### src/bgdp_regs.vh
// Constants of the background debug command port: command codes,
// status/control bit positions and bit-level timing counts.
// Assumes one debug controller clock; every count is in its cycles.
`ifndef BGDP_REGS_VH
`define BGDP_REGS_VH

// Command codes
`define BGDP_ACK_ON 8'hd5
`define BGDP_ACK_OFF 8'hd6
`define BGDP_BGND 8'h90
`define BGDP_STAT_RD 8'he4
`define BGDP_CTRL_WR 8'hc4
`define BGDP_MEM_RD 8'he0
`define BGDP_MEM_RDS 8'he1
`define BGDP_LAST_RD 8'he8
`define BGDP_MEM_WR 8'hc0
`define BGDP_MEM_WRS 8'hc1
`define BGDP_MATCH_RD 8'he2
`define BGDP_MATCH_WR 8'hc2
`define BGDP_RESUME 8'h08
`define BGDP_RESUME_TAG 8'h18
`define BGDP_STEP 8'h10
`define BGDP_ACC_RD 8'h68
`define BGDP_FLAGS_RD 8'h69
`define BGDP_CTR_RD 8'h6b
`define BGDP_IDX_RD 8'h6c
`define BGDP_STK_RD 8'h6f
`define BGDP_INC_RD 8'h70
`define BGDP_INC_RDS 8'h71
`define BGDP_ACC_WR 8'h48
`define BGDP_FLAGS_WR 8'h49
`define BGDP_CTR_WR 8'h4b
`define BGDP_IDX_WR 8'h4c
`define BGDP_STK_WR 8'h4f
`define BGDP_INC_WR 8'h50
`define BGDP_INC_WRS 8'h51

// Status/control byte layout and reset value
`define BGDP_SC_ENABLE 7
`define BGDP_SC_HALTED 6
`define BGDP_SC_RESET 8'h00

// CPU register selects
`define BGDP_SEL_ACC 3'h0
`define BGDP_SEL_FLAGS 3'h1
`define BGDP_SEL_CTR 3'h2
`define BGDP_SEL_IDX 3'h3
`define BGDP_SEL_STK 3'h4

// Timing counts in debug clock cycles
`define BGDP_SAMPLE 8'h0a
`define BGDP_ONE_PULSE 8'h07
`define BGDP_ZERO_LOW 8'h0d
`define BGDP_DELAY 5'h10
`define BGDP_TIMEOUT 10'h200
`define BGDP_SYNC_DETECT 8'h80
`define BGDP_SYNC_GAP 8'h10
`define BGDP_SYNC_LOW 8'h80

`endif

### src/bgdp_link.v
// Bit-level engine of the single-wire debug line: receive sampling,
// transmit drive with speedup pulses, timeout and speed-reference reply.
// Assumes the line is pulled up outside and the host starts every bit.
`timescale 1ns/10ps
`include "bgdp_regs.vh"

module bgdp_link (
	// Clock and reset
	input wire sys_clk,
	input wire arst_n,
	// Debug line pin
	input wire line_in,
	output reg line_out,
	output reg line_oe,
	// Command layer side
	input wire send,
	input wire send_bit,
	output reg bit_done,
	output reg bit_val,
	output reg abort
);
	localparam L_IDLE = 3'h0;
	localparam L_BIT = 3'h1;
	localparam L_SYNCW = 3'h2;
	localparam L_SYNCD = 3'h3;
	localparam L_SYNCL = 3'h4;
	localparam L_SYNCH = 3'h5;

	reg s1, s2, s3;
	reg [2:0] st;
	reg [7:0] cnt;
	reg [7:0] lcnt;
	reg [9:0] tcnt;
	reg dir, txb;
	wire fall = s3 & ~s2;
	wire in_sync = (st == L_SYNCW) || (st == L_SYNCD) || (st == L_SYNCL) || (st == L_SYNCH);

	// Two-stage synchroniser; only s3 and s2 feed logic
	always @(posedge sys_clk or negedge arst_n) begin
		if (!arst_n) begin
			s1 <= 1'b1;
			s2 <= 1'b1;
			s3 <= 1'b1;
		end else begin
			s1 <= line_in;
			s2 <= s1;
			s3 <= s2;
		end
	end

	// Bit engine, low-time watch and sync reply
	always @(posedge sys_clk or negedge arst_n) begin
		if (!arst_n) begin
			st <= L_IDLE;
			cnt <= 8'h00;
			lcnt <= 8'h00;
			tcnt <= 10'h000;
			dir <= 1'b0;
			txb <= 1'b0;
			line_out <= 1'b0;
			line_oe <= 1'b0;
			bit_done <= 1'b0;
			bit_val <= 1'b0;
			abort <= 1'b0;
		end else begin
			bit_done <= 1'b0;
			abort <= 1'b0;
			// Own drive never counts as host low time
			lcnt <= (s2 | line_oe | in_sync) ? 8'h00 : lcnt + 8'h01;
			tcnt <= fall ? 10'h000 : (tcnt == `BGDP_TIMEOUT - 10'h001) ? tcnt : tcnt + 10'h001;
			if (!fall && tcnt == `BGDP_TIMEOUT - 10'h002)
				abort <= 1'b1; // [RL23]
			if (!in_sync && !s2 && lcnt == `BGDP_SYNC_DETECT - 8'h01) begin
				st <= L_SYNCW; // [RL20]
				abort <= 1'b1;
				line_oe <= 1'b0;
			end else begin
				case (st)
				L_IDLE: begin
					if (fall) begin
						st <= L_BIT;
						cnt <= 8'h00;
						dir <= send;
						txb <= send_bit;
						if (send && !send_bit) begin
							line_oe <= 1'b1; // [RL25]
							line_out <= 1'b0;
						end
					end
				end
				L_BIT: begin
					cnt <= cnt + 8'h01;
					if (!dir && cnt == `BGDP_SAMPLE) begin
						bit_val <= s2; // [RL24]
						bit_done <= 1'b1;
						st <= L_IDLE;
					end
					if (dir && txb) begin
						if (cnt == `BGDP_ONE_PULSE - 8'h01) begin
							line_oe <= 1'b1; // [RL26]
							line_out <= 1'b1;
						end
						if (cnt == `BGDP_ONE_PULSE)
							line_oe <= 1'b0;
						if (cnt == `BGDP_SAMPLE) begin
							bit_done <= 1'b1;
							st <= L_IDLE;
						end
					end
					if (dir && !txb) begin
						if (cnt == `BGDP_ZERO_LOW - 8'h01)
							line_out <= 1'b1; // [RL25]
						if (cnt == `BGDP_ZERO_LOW) begin
							line_oe <= 1'b0;
							bit_done <= 1'b1;
							st <= L_IDLE;
						end
					end
				end
				L_SYNCW: begin
					cnt <= 8'h00;
					if (s2)
						st <= L_SYNCD; // [RL22]
				end
				L_SYNCD: begin
					cnt <= cnt + 8'h01;
					if (cnt == `BGDP_SYNC_GAP - 8'h01) begin
						line_oe <= 1'b1;
						line_out <= 1'b0;
						cnt <= 8'h00;
						st <= L_SYNCL;
					end
				end
				L_SYNCL: begin
					cnt <= cnt + 8'h01;
					if (cnt == `BGDP_SYNC_LOW - 8'h01) begin
						line_out <= 1'b1; // [RL22]
						st <= L_SYNCH;
					end
				end
				L_SYNCH: begin
					line_oe <= 1'b0;
					st <= L_IDLE;
				end
				default: st <= L_IDLE;
				endcase
			end
		end
	end
endmodule

### src/bgdp_cmd.v
// Command layer of the background debug port: decodes command codes
// from the debug line and performs memory, register and mode actions.
// Assumes CPU and memory run on sys_clk; mem_rdata is valid the cycle
// after a mem_rd pulse; the debug line is synchronised in bgdp_link.
//
// Contract
// [RL1] Codes and fields travel most significant bit first
// [RL2] Host waits sixteen cycles at each delay
// [RL3] Non-intrusive anytime; others only while halted
// [RL4] Host sends 16-bit address after memory codes
// [RL5] Byte and word data fields, both directions
// [RL6] Status field out, control byte in
// [RL7] Enter halt on request if enable set
// [RL8] Switch acknowledge handshake on or off
// [RL9] Read or write status/control byte
// [RL10] Read memory byte, optionally status first
// [RL11] Status then re-read last read address
// [RL12] Write memory byte, optionally status after
// [RL13] Read or write 16-bit breakpoint match
// [RL14] Resume user program, tagged variant identical
// [RL15] Execute one instruction then halt again
// [RL16] Return accumulator, flags, counter, index, stack
// [RL17] Load accumulator, flags, counter, index, stack
// [RL18] Increment index then read byte there
// [RL19] Increment index then write byte there
// [RL20] Detect speed request by long low only
// [RL21] Host holds low at least 128 slow cycles
// [RL22] Reply: wait high, 16, low 128, pulse
// [RL23] 512 idle cycles abandon any command
// [RL24] Sample host bit ten cycles after start
// [RL25] Zero bit: low thirteen cycles, then pulse
// [RL26] One bit: speedup pulse seven cycles in
// [RL27] Discard halted-only commands while program runs
`timescale 1ns/10ps
`include "bgdp_regs.vh"

module bgdp_cmd (
	// Clock and reset
	input wire sys_clk,
	input wire arst_n,
	// Debug line pin
	input wire line_in,
	output wire line_out,
	output wire line_oe,
	// CPU state
	input wire cpu_halted,
	input wire [7:0] cpu_acc,
	input wire [7:0] cpu_flags,
	input wire [15:0] cpu_pc,
	input wire [15:0] cpu_index,
	input wire [15:0] cpu_sp,
	// CPU register writes and mode requests
	output reg reg_wr,
	output reg [2:0] reg_sel,
	output reg [15:0] reg_wdata,
	output reg bgnd_req,
	output reg go_req,
	output reg step_req,
	// Memory access
	output reg [15:0] mem_addr,
	output reg [7:0] mem_wdata,
	output reg mem_rd,
	output reg mem_wr,
	input wire [7:0] mem_rdata,
	// Debug controller state
	output reg ack_enable,
	output reg [7:0] debug_status_control,
	output reg [15:0] debug_breakpoint_match
);
	localparam P_CODE = 3'h0;
	localparam P_ADDR = 3'h1;
	localparam P_WDAT = 3'h2;
	localparam P_DLY = 3'h3;
	localparam P_STAT = 3'h4;
	localparam P_RDAT = 3'h5;

	// Field map per command: bit n set means phase n follows,
	// bit 6 is a 16-bit write field, bit 7 a 16-bit read field
	function [7:0] fields;
		input [7:0] c;
		input h;
		begin
			fields = 8'h00;
			case (c)
			`BGDP_ACK_ON, `BGDP_ACK_OFF, `BGDP_BGND: fields = 8'h08;
			`BGDP_STAT_RD: fields = 8'h10;
			`BGDP_CTRL_WR: fields = 8'h04;
			`BGDP_MEM_RD: fields = 8'h2a;
			`BGDP_MEM_RDS: fields = 8'h3a;
			`BGDP_LAST_RD: fields = 8'h30;
			`BGDP_MEM_WR: fields = 8'h0e;
			`BGDP_MEM_WRS: fields = 8'h1e;
			`BGDP_MATCH_RD: fields = 8'ha0;
			`BGDP_MATCH_WR: fields = 8'h44;
			`BGDP_RESUME, `BGDP_RESUME_TAG, `BGDP_STEP: fields = h ? 8'h08 : 8'h00;
			`BGDP_ACC_RD, `BGDP_FLAGS_RD, `BGDP_INC_RD: fields = h ? 8'h28 : 8'h00;
			`BGDP_CTR_RD, `BGDP_IDX_RD, `BGDP_STK_RD: fields = h ? 8'ha8 : 8'h00;
			`BGDP_INC_RDS: fields = h ? 8'h38 : 8'h00;
			`BGDP_ACC_WR, `BGDP_FLAGS_WR, `BGDP_INC_WR: fields = h ? 8'h0c : 8'h00;
			`BGDP_CTR_WR, `BGDP_IDX_WR, `BGDP_STK_WR: fields = h ? 8'h4c : 8'h00;
			`BGDP_INC_WRS: fields = h ? 8'h1c : 8'h00;
			default: fields = 8'h00;
			endcase
		end
	endfunction

	// First phase after cur that the command uses, else back to code
	function [2:0] next_ph;
		input [7:0] f;
		input [2:0] cur;
		integer i;
		begin
			next_ph = P_CODE;
			for (i = 5; i >= 1; i = i - 1) begin
				if (i > cur && f[i])
					next_ph = i[2:0];
			end
		end
	endfunction

	// CPU register addressed by a register read or write code
	function [2:0] regsel;
		input [7:0] c;
		begin
			case (c[3:0])
			4'h9: regsel = `BGDP_SEL_FLAGS;
			4'hb: regsel = `BGDP_SEL_CTR;
			4'hc: regsel = `BGDP_SEL_IDX;
			4'hf: regsel = `BGDP_SEL_STK;
			default: regsel = `BGDP_SEL_ACC;
			endcase
		end
	endfunction

	reg [2:0] phase;
	reg [4:0] bits;
	reg load;
	reg [7:0] code;
	reg [7:0] flg;
	reg [15:0] shift;
	reg [15:0] wbuf;
	reg [15:0] last_addr;
	reg [7:0] rbuf;
	reg rd_pend;
	reg [7:0] status;
	reg [15:0] rd_val;
	reg [4:0] len;
	wire bit_done, bit_val, abort;
	wire [15:0] rx_word = {shift[14:0], bit_val};
	wire [7:0] f_new = fields(rx_word[7:0], cpu_halted);
	wire [15:0] idx_inc = cpu_index + 16'h0001;
	wire sending = (phase == P_STAT) || (phase == P_RDAT);

	// Line engine: bit timing, timeout and speed-reference reply
	bgdp_link u_link (
		.sys_clk(sys_clk),
		.arst_n(arst_n),
		.line_in(line_in),
		.line_out(line_out),
		.line_oe(line_oe),
		.send(sending),
		.send_bit(shift[15]),
		.bit_done(bit_done),
		.bit_val(bit_val),
		.abort(abort)
	);

	// Status view: the halted bit always reflects the CPU, not the store
	always @* begin
		status = debug_status_control;
		status[`BGDP_SC_HALTED] = cpu_halted; // [RL6]
	end

	// Read data source for the outgoing data field
	always @* begin
		case (code)
		`BGDP_MATCH_RD: rd_val = debug_breakpoint_match; // [RL13]
		`BGDP_ACC_RD, `BGDP_FLAGS_RD, `BGDP_CTR_RD, `BGDP_IDX_RD, `BGDP_STK_RD: begin
			case (regsel(code)) // [RL16]
			`BGDP_SEL_FLAGS: rd_val = {cpu_flags, 8'h00};
			`BGDP_SEL_CTR: rd_val = cpu_pc;
			`BGDP_SEL_IDX: rd_val = cpu_index;
			`BGDP_SEL_STK: rd_val = cpu_sp;
			default: rd_val = {cpu_acc, 8'h00};
			endcase
		end
		default: rd_val = {rbuf, 8'h00};
		endcase
	end

	// Bit length of the current phase; delay counts cycles instead
	always @* begin
		case (phase)
		P_ADDR: len = 5'h10; // [RL4]
		P_WDAT: len = flg[6] ? 5'h10 : 5'h08; // [RL5]
		P_DLY: len = `BGDP_DELAY; // [RL2]
		P_RDAT: len = flg[7] ? 5'h10 : 5'h08;
		default: len = 5'h08;
		endcase
	end

	// Command sequencer
	always @(posedge sys_clk or negedge arst_n) begin
		if (!arst_n) begin
			phase <= P_CODE;
			bits <= 5'h00;
			load <= 1'b0;
			code <= 8'h00;
			flg <= 8'h00;
			shift <= 16'h0000;
			wbuf <= 16'h0000;
			last_addr <= 16'h0000;
			rbuf <= 8'h00;
			rd_pend <= 1'b0;
			reg_wr <= 1'b0;
			reg_sel <= `BGDP_SEL_ACC;
			reg_wdata <= 16'h0000;
			bgnd_req <= 1'b0;
			go_req <= 1'b0;
			step_req <= 1'b0;
			mem_addr <= 16'h0000;
			mem_wdata <= 8'h00;
			mem_rd <= 1'b0;
			mem_wr <= 1'b0;
			ack_enable <= 1'b0;
			debug_status_control <= `BGDP_SC_RESET;
			debug_breakpoint_match <= 16'h0000;
		end else begin
			reg_wr <= 1'b0;
			bgnd_req <= 1'b0;
			go_req <= 1'b0;
			step_req <= 1'b0;
			mem_rd <= 1'b0;
			mem_wr <= 1'b0;
			load <= 1'b0;
			// Memory answers one cycle after the strobe
			rd_pend <= mem_rd;
			if (rd_pend)
				rbuf <= mem_rdata;
			if (abort) begin
				// Nothing is written before the last field is in
				phase <= P_CODE; // [RL23]
				bits <= 5'h00;
			end else if (load) begin
				// Entry actions of the phase just reached
				case (phase)
				P_CODE: begin
					if (code == `BGDP_CTRL_WR)
						debug_status_control <= wbuf[7:0]; // [RL9]
					if (code == `BGDP_MATCH_WR)
						debug_breakpoint_match <= wbuf; // [RL13]
				end
				P_DLY: begin
					case (code)
					`BGDP_BGND: bgnd_req <= debug_status_control[`BGDP_SC_ENABLE]; // [RL7]
					`BGDP_ACK_ON: ack_enable <= 1'b1; // [RL8]
					`BGDP_ACK_OFF: ack_enable <= 1'b0; // [RL8]
					`BGDP_RESUME, `BGDP_RESUME_TAG: go_req <= 1'b1; // [RL14]
					`BGDP_STEP: step_req <= 1'b1; // [RL15]
					`BGDP_MEM_RD, `BGDP_MEM_RDS: begin
						mem_rd <= 1'b1; // [RL10]
						last_addr <= mem_addr;
					end
					`BGDP_MEM_WR, `BGDP_MEM_WRS: begin
						mem_wr <= 1'b1; // [RL12]
						mem_wdata <= wbuf[7:0];
					end
					`BGDP_INC_RD, `BGDP_INC_RDS, `BGDP_INC_WR, `BGDP_INC_WRS: begin
						reg_wr <= 1'b1; // [RL18] [RL19]
						reg_sel <= `BGDP_SEL_IDX;
						reg_wdata <= idx_inc;
						mem_addr <= idx_inc;
						mem_wdata <= wbuf[7:0];
						if (code[5]) begin
							mem_rd <= 1'b1;
							last_addr <= idx_inc;
						end else begin
							mem_wr <= 1'b1;
						end
					end
					`BGDP_ACC_WR, `BGDP_FLAGS_WR: begin
						reg_wr <= 1'b1; // [RL17]
						reg_sel <= regsel(code);
						reg_wdata <= {8'h00, wbuf[7:0]};
					end
					`BGDP_CTR_WR, `BGDP_IDX_WR, `BGDP_STK_WR: begin
						reg_wr <= 1'b1; // [RL17]
						reg_sel <= regsel(code);
						reg_wdata <= wbuf;
					end
					default: reg_wr <= 1'b0;
					endcase
				end
				P_STAT: shift <= {status, 8'h00}; // [RL6]
				P_RDAT: shift <= flg[7] ? rd_val : {rd_val[15:8], 8'h00}; // [RL5]
				default: shift <= shift;
				endcase
			end else if (phase == P_DLY) begin
				// Access time: count the delay, then move on
				bits <= bits + 5'h01;
				if (bits == len - 5'h01) begin
					phase <= next_ph(flg, phase);
					bits <= 5'h00;
					load <= 1'b1;
				end
			end else if (bit_done) begin
				// One bit in or out, most significant first
				shift <= rx_word; // [RL1]
				bits <= bits + 5'h01;
				if (bits == len - 5'h01) begin
					bits <= 5'h00;
					load <= 1'b1;
					case (phase)
					P_CODE: begin
						code <= rx_word[7:0];
						flg <= f_new; // [RL3] [RL27]
						phase <= next_ph(f_new, P_CODE);
						if (rx_word[7:0] == `BGDP_LAST_RD) begin
							mem_rd <= 1'b1; // [RL11]
							mem_addr <= last_addr;
						end
					end
					P_ADDR: begin
						mem_addr <= rx_word; // [RL4]
						phase <= next_ph(flg, phase);
					end
					P_WDAT: begin
						wbuf <= rx_word; // [RL5]
						phase <= next_ph(flg, phase);
					end
					default: phase <= next_ph(flg, phase);
					endcase
				end
			end
		end
	end
endmodule

### config.mk
export PLATFORM = sky130hd
export DESIGN_NAME = bgdp_cmd
export DESIGN_NICKNAME = d
export VERILOG_FILES = /design/src/bgdp_link.v /design/src/bgdp_cmd.v
export VERILOG_INCLUDE_DIRS = /design/src
export SDC_FILE = /design/constraint.sdc
export NUM_CORES = 1
export LEC_CHECK = 0
export ABC_CLOCK_PERIOD_IN_PS = 6200
export BUFFER_PORTS_ARGS = -buffer_cell sky130_fd_sc_hd__buf_2
export CAP_MARGIN = 20
export CORE_UTILIZATION = 41
export CTS_CLUSTER_SIZE = 14
export DETAILED_ROUTE_END_ITERATION = 6
export SYNTH_ARGS = -nofsm -noshare
export SYNTH_HDL_FRONTEND = slang
export SYNTH_HIERARCHICAL = 1
export SYNTH_SLANG_ARGS = --single-unit
### constraint.sdc
create_clock -name sys_clk -period 6.2 [get_ports sys_clk]
set_clock_uncertainty 0.1 [all_clocks]
set_input_delay 1.86 -clock sys_clk [delete_from_list [all_inputs] [get_ports sys_clk]]
set_output_delay 1.86 -clock sys_clk [all_outputs]
set_load 0.005 [all_outputs]
==> flow_summary.ini <==
[yosys]
synthArstFlopShare = 1.00
syn_inst = 1109
ys_ff_latch = 193
yosys_warnings = 6
synth-seq-area-share = 0.451
synth-edff-count = 0
synthFlopType = dfrtp_1
syn_nets = 1194
synth_area_leader_cell = dfrtp_1
yosys.area.top_type_share = 0.444
synth_cell_type_count = 91
synth_area_sq_um = 10700
syn_area_per_cell_sq_um = 9.66
synth.area.top_cells = dfrtp_1, mux2_2, o21ai_0, nor2_1, nand2_1

[critical_path]
required_ns = 6.42
cpMaxStageDelayCell = nand3_1
crit_arrival_ns = 3.51
start_kind = flop
worst_path_largest_cell_delay_ns = 0.62
worst-setup-path-type = flop to flop
crit_chain = buf_4, nor3_2, nand3_1, nor2_1, a21oi_2, nor2_4, mux2_2
critPathCaptureType = flop
crit_fanout = 27

[die]
dieArea_sq_um = 26800
num_rows = 58
io_pins = 152
initial_core_util = 0.422
die_h_um = 164
fp.dieW_um = 164
core_sq_um = 25400

[place]
pre_cts_slack_ns = 2.62
hpwl_mm = 23.3
gp_congestion = 0.954
port_buffers = 151

[sta]
worstMarginPinSlew_ns = 1.18
fin_crit_sh = 0.531
tns_ns = 0
max_freq_mhz = 304
slew-limit-headroom = 0.212
period_minus_slack_ns = 3.29
rsz0062_at_grt = no
setup_slack_ns = 2.91
setup_viol = 0
hold_viol_final = 0
slew_viol_final = 0

[cells_and_area]
area_growth_pct = 13.4
drive_gt1_frac = 0.233
nNetsFinal = 1299
n_fill_cell = 2440
layout_commonest_cell = dfrtp_1
final_cell_mix = dfrtp_1, buf_2, nor2_1

[drt]
vias = 8983
drc = 0
wl_per_cell_um = 20.5
ant_nets = 0
viasPerCell = 5.77
firstDrtPassIters = 5
wl_mm = 32.0
drtIter0Drc = 750

[pwr]
leakage_nw = 5.55
p_per_area_nw_per_um2 = 263
max-vdd-ir-drop_uv = 140

[run]
maxCapViolCount = 0

[min_path]
min_path_type = flop to flop

[global_route]
track_usage = 0.243
grt_antenna_before_repair = 2
grt_pass1_vias = 8453
grt_pass1_wl_mm = 49.1
grt-ovfl-total = 0
grt_max_degree = 107

[status]
status = complete, no violations

[clock_tree]
cts_tree = yes
postCtsSetupRepairBufs = 0
cts_hold_buf = 0
cts_buffer_depth = 2
cts.sinks = 193
cts_root_buf = clkbuf_16
worstSkewPairLatency_ns = 0.45
htree_levels = 4
cts.reportedPaths.clkPinSlew_ns = 0.08
ctsResizeCount = 0
cts_buffers = 17
## registers in the layout, summed over array words and instances (netlist names), 5 cells and up
register / flops
mem_addr: 16
u_link/cnt: 8
debug_status_control: 8
last_addr: 16
bits: 5
u_link/lcnt: 8
mem_wdata: 8
shift: 16
flg: 6
debug_breakpoint_match: 16
code: 8
wbuf: 16
reg_wdata: 16
u_link/tcnt: 10
rbuf: 8
## routing by layer
| metal | wire (um) | share of wire | GRT usage | vias to the layer above |
|---|---|---|---|---|
| met3 | 2270 | 0.071 | 0.0493 | 50 |
| li1 | - | - | - | 4187 |
| met5 | 13 | 0.00041 | 0 | - |
| met1 | 14700 | 0.46 | 0.343 | 4426 |
| met4 | 856 | 0.027 | 0.0816 | 2 |
| met2 | 14100 | 0.44 | 0.371 | 318 |
## synthesized netlist by cell type, types with 9 or more instances
cell type  count
a211oi_1      11
a21oi_1       59
a221oi_1      22
and3_1        15
buf_2         29
clkbuf_1      28
dfrtp_1      190
ha_1           9
inv_1         27
mux2_1        17
mux2_2        49
mux2_4        10
mux2i_1       37
nand2_1      103
nand2b_1      12
nand3_1       31
nor2_1       116
nor2b_1       17
nor3_1        20
o211ai_1      14
o21ai_0      103
o31ai_1       10
xnor2_1       13
xor2_1        15
## power by group
| group | internal, mW | switching, mW |
|---|---|---|
| clock network | 0.528 | 0.542 |
| registers | 1.36 | 0.240 |
| logic | 0.234 | 0.293 |
| total | 2.12 | 1.07 |
## through the flow
stage               instance area, sq um  hold slack, ns  total power [mW]   util  instances
finish                             12200           0.253              3.20  0.479       1557
global route                       12200           0.260              3.36  0.479       1556
CTS                                12100           0.260              3.21  0.478       1555
detailed placement                 11600           0.249              2.15  0.456       1524
global placement                   11600           0.246              2.13  0.456       1524
floorplan                          10700           0.245              1.95      -       1109
## path summary, 6_finish.rpt
kind                                              to  slack, ns  cells after the start      start
min                                        u_link/s2       0.25                      0  u_link/s1
min reg2reg                                u_link/s2       0.25                      0  u_link/s1
max                                     mem_addr[15]       2.91                      7    code[2]
max in group asynchronous  debug_breakpoint_match[4]       3.53                      2     arst_n
max reg2reg                             mem_addr[15]       2.91                      7    code[2]
min in group asynchronous                     reg_wr       1.40                      1     arst_n
## cell type report
type                            instances  area [sq um]  area share
Multi-Input combinational cell        815          5410       0.445
Clock buffer                           17           425      0.0350
Timing Repair Buffer                  158           837      0.0688
Tap cell                              330           413      0.0340
Clock inverter                         14           126      0.0104
Antenna cell                            1          2.50    0.000206
Sequential cell                       193          4830       0.398
Inverter                               29           109     0.00895
## kinds of logic (layout without fill, tap and decap cells)
group / count (synthesis) / after routing / share of synthesized area
and+or+nand+nor: 386 / 386 / 0.180
AOI/OAI and AO/OA: 276 / 276 / 0.168
DFF: 193 / 193 / 0.451
muxes: 113 / 113 / 0.118
buffers and inverters: 101 / 218 / 0.0445
xor gates and xnor gates: 29 / 29 / 0.0255
adders and majority gates: 11 / 11 / 0.0124
other: 0 / 1 / 0
## worst max-delay path: cells and delay by family, from the launching register on
kind / cells / cell delay, ns
muxes: 1 / 0.41
buffers and inverters: 1 / 0.29
and+or+nand+nor: 4 / 1.80
AOI/OAI and AO/OA: 1 / 0.07
DFF: 1 / 0.48
Power figures use the tool's default switching activity.
